$ cat src/hdl/pwss_consts.vh
// constants for the potentiometer wiper serial slave
// assumes a 40 MHz system clock; included by every design file
`ifndef PWSS_CONSTS_VH
`define PWSS_CONSTS_VH
`define PWSS_CLK_HZ        40000000
`define PWSS_NV_WR_MS      10
`define PWSS_NV_WR_CYC     (`PWSS_CLK_HZ / 1000 * `PWSS_NV_WR_MS)
`define PWSS_TYPE_CODE     4'h5
`define PWSS_ID_TYPE_HI    7
`define PWSS_ID_TYPE_LO    4
`define PWSS_ID_ADDR_HI    3
`define PWSS_ID_ADDR_LO    1
`define PWSS_ID_RW         0
`define PWSS_OP_HI         7
`define PWSS_OP_LO         5
`define PWSS_SEL_HI        3
`define PWSS_SEL_LO        2
`define PWSS_OP_RD_WIPER   3'h4
`define PWSS_OP_WR_WIPER   3'h5
`define PWSS_OP_RD_STORED  3'h5
`define PWSS_OP_WR_STORED  3'h6
`define PWSS_OP_XFR_TO_WIP 3'h6
`define PWSS_OP_XFR_TO_NV  3'h7
`define PWSS_POS_W         10
`define PWSS_TAPS          1024
`define PWSS_POS_RESET     10'h000
`define PWSS_BIT_LAST      3'h7
`endif

$ cat src/hdl/pwss_nv_store.v
// four-word store of wiper positions, the nonvolatile registers
// read data are registered; one write port, one read port on the same clock
`timescale 1ns/100ps
`include "pwss_consts.vh"
module pwss_nv_store (
  clk_sys,
  wr_en,
  wr_sel,
  wr_data,
  rd_sel,
  rd_data
);
  input  wire                    clk_sys;
  input  wire                    wr_en;
  input  wire [1:0]              wr_sel;
  input  wire [`PWSS_POS_W-1:0]  wr_data;
  input  wire [1:0]              rd_sel;
  output reg  [`PWSS_POS_W-1:0]  rd_data;

  // no reset: contents model nonvolatile cells that survive a reset
  reg [`PWSS_POS_W-1:0] mem_q [0:3];

  always @(posedge clk_sys)
  begin
    if (wr_en)
      mem_q[wr_sel] <= wr_data;
    rd_data <= mem_q[rd_sel];
  end
endmodule // pwss_nv_store

$ cat src/hdl/pwss_tap_decode.v
// one-hot tap switch decode of the wiper position
// output is registered so exactly one switch is on between clock edges
`timescale 1ns/100ps
`include "pwss_consts.vh"
module pwss_tap_decode (
  clk_sys,
  sys_rst,
  position,
  tap_sel
);
  input  wire                    clk_sys;
  input  wire                    sys_rst;
  input  wire [`PWSS_POS_W-1:0]  position;
  output reg  [`PWSS_TAPS-1:0]   tap_sel;

  genvar i;
  wire [`PWSS_TAPS-1:0] hit;
  generate
    for (i = 0; i < `PWSS_TAPS; i = i + 1)
    begin : g_tap
      localparam [`PWSS_POS_W-1:0] TAP_IDX = i;
      assign hit[i] = (position == TAP_IDX);
    end
  endgenerate

  always @(posedge clk_sys)
  begin
    if (sys_rst)
      tap_sel <= {{(`PWSS_TAPS-1){1'b0}}, 1'b1};
    else
      tap_sel <= hit;
  end
endmodule // pwss_tap_decode

$ cat src/hdl/pwss_slave.v
// two-wire slave and instruction decoder of the digital potentiometer
// assumes scl and sda come from another domain; sda is open drain, sda_oe low releases it
`timescale 1ns/100ps
`include "pwss_consts.vh"
module pwss_slave #(
  parameter NV_WR_CYCLES = `PWSS_NV_WR_CYC
) (
  clk_sys,
  sys_rst,
  scl_in,
  sda_in,
  sda_out,
  sda_oe,
  pin_address_bits,
  write_protect_n,
  wiper_position_reg,
  tap_sel,
  nv_busy
);
  input  wire                   clk_sys;
  input  wire                   sys_rst;
  input  wire                   scl_in;
  input  wire                   sda_in;
  output reg                    sda_out;
  output reg                    sda_oe;
  input  wire [2:0]             pin_address_bits;
  input  wire                   write_protect_n;
  output reg  [`PWSS_POS_W-1:0] wiper_position_reg;
  output wire [`PWSS_TAPS-1:0]  tap_sel;
  output reg                    nv_busy;

  localparam [6:0] ST_IDLE = 7'h01;
  localparam [6:0] ST_ID   = 7'h02;
  localparam [6:0] ST_INS  = 7'h04;
  localparam [6:0] ST_RX   = 7'h08;
  localparam [6:0] ST_TX   = 7'h10;
  localparam [6:0] ST_ACK  = 7'h20;
  localparam [6:0] ST_MACK = 7'h40;

  // two-stage synchronisers; first stages read only by second stages
  reg scl_m_q, scl_s_q, scl_p_q;
  reg sda_m_q, sda_s_q, sda_p_q;
  // input delay for filtering: the start/stop compares use delayed scl
  reg [6:0]             state_q;
  reg [2:0]             bit_q;
  reg [7:0]             shf_q;
  reg [1:0]             byte_q;
  reg                   rd_q;
  reg [2:0]             op_q;
  reg [1:0]             sel_q;
  reg                   op_ok_q;
  reg                   ack_drv_q;
  reg [`PWSS_POS_W-1:0] tx_val_q;
  reg [1:0]             hi_q;
  reg                   nv_pend_q;
  reg [1:0]             nv_sel_q;
  reg [`PWSS_POS_W-1:0] nv_data_q;
  reg [23:0]            nv_cnt_q;
  reg                   boot_q;
  reg                   boot_wait_q;
  reg                   nv_wr_q;
  reg                   mem_wr;
  reg  [1:0]            rd_sel;
  wire [`PWSS_POS_W-1:0] nv_rd;

  wire scl_rise = scl_s_q & ~scl_p_q;
  wire scl_fall = ~scl_s_q & scl_p_q;
  wire start_c  = scl_s_q & scl_p_q & sda_p_q & ~sda_s_q;
  wire stop_c   = scl_s_q & scl_p_q & ~sda_p_q & sda_s_q;
  wire [7:0] rx_byte = {shf_q[6:0], sda_s_q};

  // a four-byte command kind, used for the instruction and data steps
  function is_long;
    input       rd;
    input [2:0] op;
    input [1:0] sel;
    begin
      is_long = (rd & op == `PWSS_OP_RD_WIPER & sel == 2'b00) |
                (~rd & op == `PWSS_OP_WR_WIPER & sel == 2'b00) |
                (rd & op == `PWSS_OP_RD_STORED) |
                (~rd & op == `PWSS_OP_WR_STORED);
    end
  endfunction

  function is_xfr;
    input       rd;
    input [2:0] op;
    begin
      is_xfr = (rd & op == `PWSS_OP_XFR_TO_WIP) | (~rd & op == `PWSS_OP_XFR_TO_NV);
    end
  endfunction

  always @(posedge clk_sys)
  begin
    if (sys_rst)
    begin
      scl_m_q <= 1'b1;
      scl_s_q <= 1'b1;
      scl_p_q <= 1'b1;
      sda_m_q <= 1'b1;
      sda_s_q <= 1'b1;
      sda_p_q <= 1'b1;
    end
    else
    begin
      scl_m_q <= scl_in;
      scl_s_q <= scl_m_q;
      scl_p_q <= scl_s_q;
      sda_m_q <= sda_in;
      sda_s_q <= sda_m_q;
      sda_p_q <= sda_s_q;
    end
  end

  always @*
  begin
    rd_sel = sel_q;
    if (boot_q | boot_wait_q)
      rd_sel = 2'b00;
  end

  always @*
  begin
    mem_wr = nv_wr_q & write_protect_n;
  end

  pwss_nv_store u_store (
    .clk_sys (clk_sys),
    .wr_en   (mem_wr),
    .wr_sel  (nv_sel_q),
    .wr_data (nv_data_q),
    .rd_sel  (rd_sel),
    .rd_data (nv_rd)
  );

  pwss_tap_decode u_taps (
    .clk_sys  (clk_sys),
    .sys_rst  (sys_rst),
    .position (wiper_position_reg),
    .tap_sel  (tap_sel)
  );

  // nonvolatile write timer; the store takes the word at the end of the cycle
  always @(posedge clk_sys)
  begin
    if (sys_rst)
    begin
      nv_busy  <= 1'b0;
      nv_cnt_q <= 24'h000000;
      nv_wr_q  <= 1'b0;
      boot_q   <= 1'b1;
      boot_wait_q <= 1'b0;
    end
    else
    begin
      nv_wr_q <= 1'b0;
      boot_q  <= 1'b0;
      boot_wait_q <= boot_q;
      if (nv_busy)
      begin
        if (nv_cnt_q == NV_WR_CYCLES[23:0] - 24'h000001)
        begin
          nv_busy <= 1'b0;
          nv_wr_q <= 1'b1;
        end
        else
          nv_cnt_q <= nv_cnt_q + 24'h000001;
      end
      else if (nv_pend_q & stop_c & write_protect_n)
      begin
        nv_busy  <= 1'b1;
        nv_cnt_q <= 24'h000000;
      end
    end
  end

  always @(posedge clk_sys)
  begin
    if (sys_rst)
    begin
      state_q   <= ST_IDLE;
      bit_q     <= 3'h0;
      shf_q     <= 8'h00;
      byte_q    <= 2'h0;
      rd_q      <= 1'b0;
      op_q      <= 3'h0;
      sel_q     <= 2'h0;
      op_ok_q   <= 1'b0;
      ack_drv_q <= 1'b0;
      tx_val_q  <= `PWSS_POS_RESET;
      hi_q      <= 2'h0;
      nv_pend_q <= 1'b0;
      nv_sel_q  <= 2'h0;
      nv_data_q <= `PWSS_POS_RESET;
      sda_out   <= 1'b0;
      sda_oe    <= 1'b0;
      wiper_position_reg <= `PWSS_POS_RESET;
    end
    else
    begin
      if (boot_wait_q)
        wiper_position_reg <= nv_rd;
      if (nv_busy)
      begin
        state_q   <= ST_IDLE;
        sda_oe    <= 1'b0;
        nv_pend_q <= 1'b0;
      end
      else if (start_c)
      begin
        state_q   <= ST_ID;
        bit_q     <= 3'h0;
        sda_oe    <= 1'b0;
        nv_pend_q <= 1'b0;
      end
      else if (stop_c)
      begin
        state_q <= ST_IDLE;
        sda_oe  <= 1'b0;
      end
      else
      begin
        case (state_q)
          ST_IDLE :
            sda_oe <= 1'b0;
          ST_ID, ST_INS, ST_RX :
            if (scl_rise)
            begin
              shf_q <= rx_byte;
              bit_q <= bit_q + 3'h1;
              if (bit_q == `PWSS_BIT_LAST)
              begin
                ack_drv_q <= 1'b0;
                state_q   <= ST_ACK;
                if (state_q == ST_ID)
                begin
                  rd_q   <= rx_byte[`PWSS_ID_RW];
                  byte_q <= 2'h0;
                  if (rx_byte[`PWSS_ID_TYPE_HI:`PWSS_ID_TYPE_LO] == `PWSS_TYPE_CODE &&
                      rx_byte[`PWSS_ID_ADDR_HI:`PWSS_ID_ADDR_LO] == pin_address_bits)
                    ack_drv_q <= 1'b1;
                  else
                    state_q <= ST_IDLE;
                end
                else if (state_q == ST_INS)
                begin
                  op_q    <= rx_byte[`PWSS_OP_HI:`PWSS_OP_LO];
                  sel_q   <= rx_byte[`PWSS_SEL_HI:`PWSS_SEL_LO];
                  byte_q  <= 2'h1;
                  op_ok_q <= is_long(rd_q, rx_byte[`PWSS_OP_HI:`PWSS_OP_LO],
                                     rx_byte[`PWSS_SEL_HI:`PWSS_SEL_LO]) |
                             is_xfr(rd_q, rx_byte[`PWSS_OP_HI:`PWSS_OP_LO]);
                  ack_drv_q <= 1'b1;
                end
                else
                begin
                  ack_drv_q <= op_ok_q;
                  byte_q    <= byte_q + 2'h1;
                  if (byte_q == 2'h1)
                    hi_q <= rx_byte[1:0];
                  else if (op_ok_q & op_q == `PWSS_OP_WR_WIPER & sel_q == 2'b00)
                    wiper_position_reg <= {hi_q, rx_byte};
                  else if (op_ok_q & op_q == `PWSS_OP_WR_STORED)
                  begin
                    nv_sel_q  <= sel_q;
                    nv_data_q <= {hi_q, rx_byte};
                    nv_pend_q <= 1'b1;
                  end
                end
              end
            end
          ST_ACK :
            if (scl_fall)
            begin
              if (sda_oe)
              begin
                // ninth clock over: release, or hold sda low as the first read bit, and move on
                sda_oe <= 1'b0;
                bit_q  <= 3'h0;
                if (byte_q == 2'h0)
                  state_q <= ST_INS;
                else if (byte_q == 2'h1 & op_ok_q & is_xfr(rd_q, op_q))
                begin
                  state_q <= ST_IDLE;
                  if (rd_q)
                    wiper_position_reg <= nv_rd;
                  else
                  begin
                    nv_sel_q  <= sel_q;
                    nv_data_q <= wiper_position_reg;
                    nv_pend_q <= 1'b1;
                  end
                end
                else if (rd_q & op_ok_q & byte_q != 2'h3)
                begin
                  state_q  <= ST_TX;
                  if (byte_q == 2'h1)
                    tx_val_q <= (op_q == `PWSS_OP_RD_WIPER) ? wiper_position_reg : nv_rd;
                  sda_oe   <= 1'b1;
                  sda_out  <= 1'b0;
                end
                else if (byte_q == 2'h3 | ~op_ok_q)
                  state_q <= ST_IDLE;
                else
                  state_q <= ST_RX;
              end
              else if (ack_drv_q)
              begin
                sda_oe  <= 1'b1;
                sda_out <= 1'b0;
              end
              else
                state_q <= ST_IDLE;
            end
          ST_TX :
            if (scl_fall)
            begin
              bit_q <= bit_q + 3'h1;
              if (bit_q == `PWSS_BIT_LAST)
              begin
                sda_oe  <= 1'b0;
                state_q <= ST_MACK;
              end
            end
            else
            begin
              // drive zero only, open drain; six zero pad bits first, then the value MSB first
              sda_oe <= ~((byte_q == 2'h1) ?
                          ((bit_q[2:1] == 2'b11) ? tx_val_q[{3'h4, ~bit_q[0]}] : 1'b0) :
                          tx_val_q[3'h7 - bit_q]);
            end
          ST_MACK :
            if (scl_rise)
            begin
              byte_q <= byte_q + 2'h1;
              bit_q  <= 3'h0;
              state_q <= (sda_s_q | byte_q == 2'h2) ? ST_IDLE : ST_MACK;
            end
            else if (scl_fall & state_q == ST_MACK & byte_q == 2'h2)
              state_q <= ST_TX;
          default :
            state_q <= ST_IDLE;
        endcase
      end
    end
  end
endmodule // pwss_slave

$ cat config.mk
export PLATFORM = sky130hd
export DESIGN_NAME = pwss_slave
export DESIGN_NICKNAME = d
export VERILOG_FILES = /design/src/hdl/pwss_nv_store.v /design/src/hdl/pwss_tap_decode.v /design/src/hdl/pwss_slave.v
export VERILOG_INCLUDE_DIRS = /design/src /design/src/hdl
export SDC_FILE = /design/constraint.sdc
export NUM_CORES = 2
export LEC_CHECK = 0
export BUFFER_PORTS_ARGS = -buffer_cell sky130_fd_sc_hd__buf_2
export CORE_AREA = 3 3 404 406
export CTS_BUF_LIST = sky130_fd_sc_hd__clkbuf_16
export DETAILED_ROUTE_END_ITERATION = 10
export DIE_AREA = 0 0 407 409
export GPL_TIMING_DRIVEN = 1
export PLACE_DENSITY = 0.41
export SYNTH_ARGS = -nofsm -noshare
export SYNTH_HDL_FRONTEND = slang
export SYNTH_SLANG_ARGS = --single-unit
$ cat constraint.sdc
create_clock -name clk_sys -period 2.5 [get_ports clk_sys]
set_input_delay 0 -clock clk_sys [delete_from_list [all_inputs] [get_ports clk_sys]]
set_output_delay 0 -clock clk_sys [all_outputs]
set_load 0.05 [all_outputs]
==> flow_summary.ini <==
[run_status]
status = completed

[yosys]
yosysUniqueCellTypes = 77
synth_mux_area_frac = 0.0173
synth_xor_area_frac = 0.00499
syn_nets = 3267
synth_fa_ha_area_frac = 0.00293
synth_edf_count = 40
synth_compound_area_frac = 0.0414
synth_top_family_by_area = simple AND/OR/NAND/NOR gates
synthFlopType = dfxtp_1
ys_ff_latch = 1171
synthArstFlopShare = 0
synth-simple-area-share = 0.193
netlist_area_mm2 = 0.0334
synth.yosys.seq_area_share = 0.715
yosys_warnings = 0
synth_cells = 3252
postSynthAreaPerCell_um2 = 10.3

[cts]
cts_root_buffer = clkbuf_16
numCtsBuffers = 135
clk_pin_slew_ns = 0.05
numClockSinks = 1171
cts_tree = built
insertion_delay_ns = 0.75
cts.path.max_buffers = 3
post_cts_buffers = 0
htreeDepth = 4

[worst_setup_path]
required_ns = 3.12
arrival_ns = 3.00
max_stage_delay_ns = 0.67
endpoint_kind = flip-flop
slowest_stage = nor4_2
path_cells = buf_4 > nor4_2 > buf_4 > nand2_1 > o31ai_1
worstSetupPathType = flip-flop to flip-flop
cp_common_cell = buf_4
start_kind = flip-flop
cp_max_fo = 10

[floorplanning]
rows = 147
coreArea_mm2 = 0.160
die_w_um = 407
die-area_mm2 = 0.166
start_util = 0.208
die_h_um = 409
num_io_pins = 1045

[sta]
fin_crit_ns = 2.38
timing.final.ws_setup_ns = 0.122
max_freq_ghz = 0.421
relSlewSlack = 0.441
hold_viol = 0
setup_tns_ns = 0
finalMaxSlewViolations = 0
fin_worst_skew_ns = 0.0480
finalSetupViolCount = 0
rsz0062_at_grt = no
finalCritPeriodShare = 0.951
worst_slew_pin_slew_ns = 0.839

[power_and_ir_drop]
p_per_area_mw_per_mm2 = 830
power.total_mw = 38.6
power_leakage_nw = 20.4
ir_worst_vdd_mv = 0.563

[detailed_routing]
drtPass1Iterations = 5
vias_per_cell = 4.11
drc = 0
antenna_left = 0
routedWlPerCell_um = 25.0
routed_wl_um = 167000
drt_iter0_drc = 1592
vias = 27374

[place]
gp_congestion = 0.847
place.port_buffers = 1043
dp_hpwl_um = 123000
pre_cts_slack_ns = 0.0921

[finish]
nets = 4411
drive_gt1_frac = 0.323
reg_top3 = u_taps.tap_sel x1024, u_store.mem_q x40, nv_cnt_q x24
synthToLayoutAreaGrowth_pct = 39.5
seq_area_mm2 = 0.0238
multi_input_area_mm2 = 0.00885
final_common_cell = dfxtp_1
nFillCells = 17119
regMostFlops = u_taps.tap_sel
layout_common_cells = dfxtp_1, nor2_1, buf_2
largest_reg_flops = 1024

[global_route]
grt_pass1_wl_um = 225000
grt_pass1_vias = 27285
grt-ovfl-total = 0
grt.total_usage = 0.193
grt_max_degree = 131
antenna_found_initial = 14

[job]
drv_cap = 0

[min_path]
hold_path.class = flip-flop to flip-flop
-- through the flow --
stage	utilization	hold slack (ns)	cell area (µm²)	instances
after floorplan	-	0.0277	33400	3252
after global routing	0.290	0.340	46500	6660
after detailed placement	0.263	0.192	42200	6410
after CTS	0.290	0.324	46500	6660
final	0.290	0.404	46500	6662
after global placement	0.263	0.189	42200	6410
-- what timing repair did --
action,4_1_cts,5_1_grt
setup endpoints to repair,0,1
hold buffers,9,0
gates resized for setup,0,1
endpoints found under the hold margin,91,0
-- final timing paths --
kind	from	endpoint	slack [ns]	depth (start not counted)
setup / recovery	wiper_position_reg[3]	u_taps.tap_sel[0]	0.12	5
hold / removal	scl_m_q	scl_s_q	0.40	1
setup reg to reg	wiper_position_reg[3]	u_taps.tap_sel[0]	0.12	5
hold reg to reg	scl_m_q	scl_s_q	0.40	1
-- per-layer routing --
metal  part of all wire  routed length [µm]  up-vias  global-route usage
met1               0.42               70500    13480               0.239
met3              0.068               11400      221              0.0510
met4              0.027                4580        2              0.0560
met5           0.000078                  13        -                   0
li1                   -                   -    12679                   -
met2               0.48               80100      992               0.327
-- cells in the mapped netlist (5+ instances only) --
library cell  instances  area share
a211oi_1             21      0.0047
or3_1                 5     0.00094
nor4_1                8      0.0015
o31ai_1               9      0.0020
xor2_1               12      0.0032
ha_1                  7      0.0026
and3_1                6      0.0011
o21ai_0              22      0.0033
and2_1                6      0.0011
o22ai_1              13      0.0024
nor2_1             1110        0.12
or4_1                 5      0.0011
inv_1                11      0.0012
nor2b_1               7      0.0013
nand4_1              14      0.0026
nor3_1               29      0.0044
or2_2                 9      0.0017
nand3_1              26      0.0039
a31oi_1              24      0.0045
mux2i_1              53       0.016
buf_1                16      0.0018
o211ai_1             20      0.0045
a311oi_1             11      0.0029
buf_2                 6     0.00090
clkbuf_1            175       0.020
edfxtp_1             40       0.036
nand2_1             310       0.035
xnor2_1               7      0.0018
nand2b_1             15      0.0028
dfxtp_1            1131        0.68
o31a_1                6      0.0016
a21oi_1              33      0.0050
-- where the power goes --
group	total, mW	internal [mW]	leakage, nW	switching [mW]
combinational	0.877	0.210	8.76	0.667
sequential	18.8	18.8	9.48	0.0353
clock	18.9	10.6	2.15	8.33
-- layout make-up --
| cell class | instances | area share |
|---|---|---|
| Antenna cell | 2 | 0.000108 |
| Clock buffer | 135 | 0.0726 |
| Multi-Input combinational cell | 1865 | 0.190 |
| Inverter | 11 | 0.000887 |
| Sequential cell | 1171 | 0.512 |
| Timing Repair Buffer | 1212 | 0.147 |
| Tap cell | 2160 | 0.0581 |
| Clock inverter | 106 | 0.0189 |
-- worst max-delay path, delay by kind of cell (launching register included) --
kind | cells | cell delay, ns
simple gates | 2 | 1.02
buf+inv | 2 | 0.64
flops | 1 | 0.33
compound gates | 1 | 0.28
-- cell families (layout without fill, tap and decap cells) --
kind of cell,count (synthesis),after routing
compound gates,196,196
fa+ha+maj,8,8
xor+xnor,19,19
flops,1171,1171
buf+inv,216,1464
other cells,1,3
simple gates,1586,1586
mux,55,55
Power figures use the tool's default switching activity.
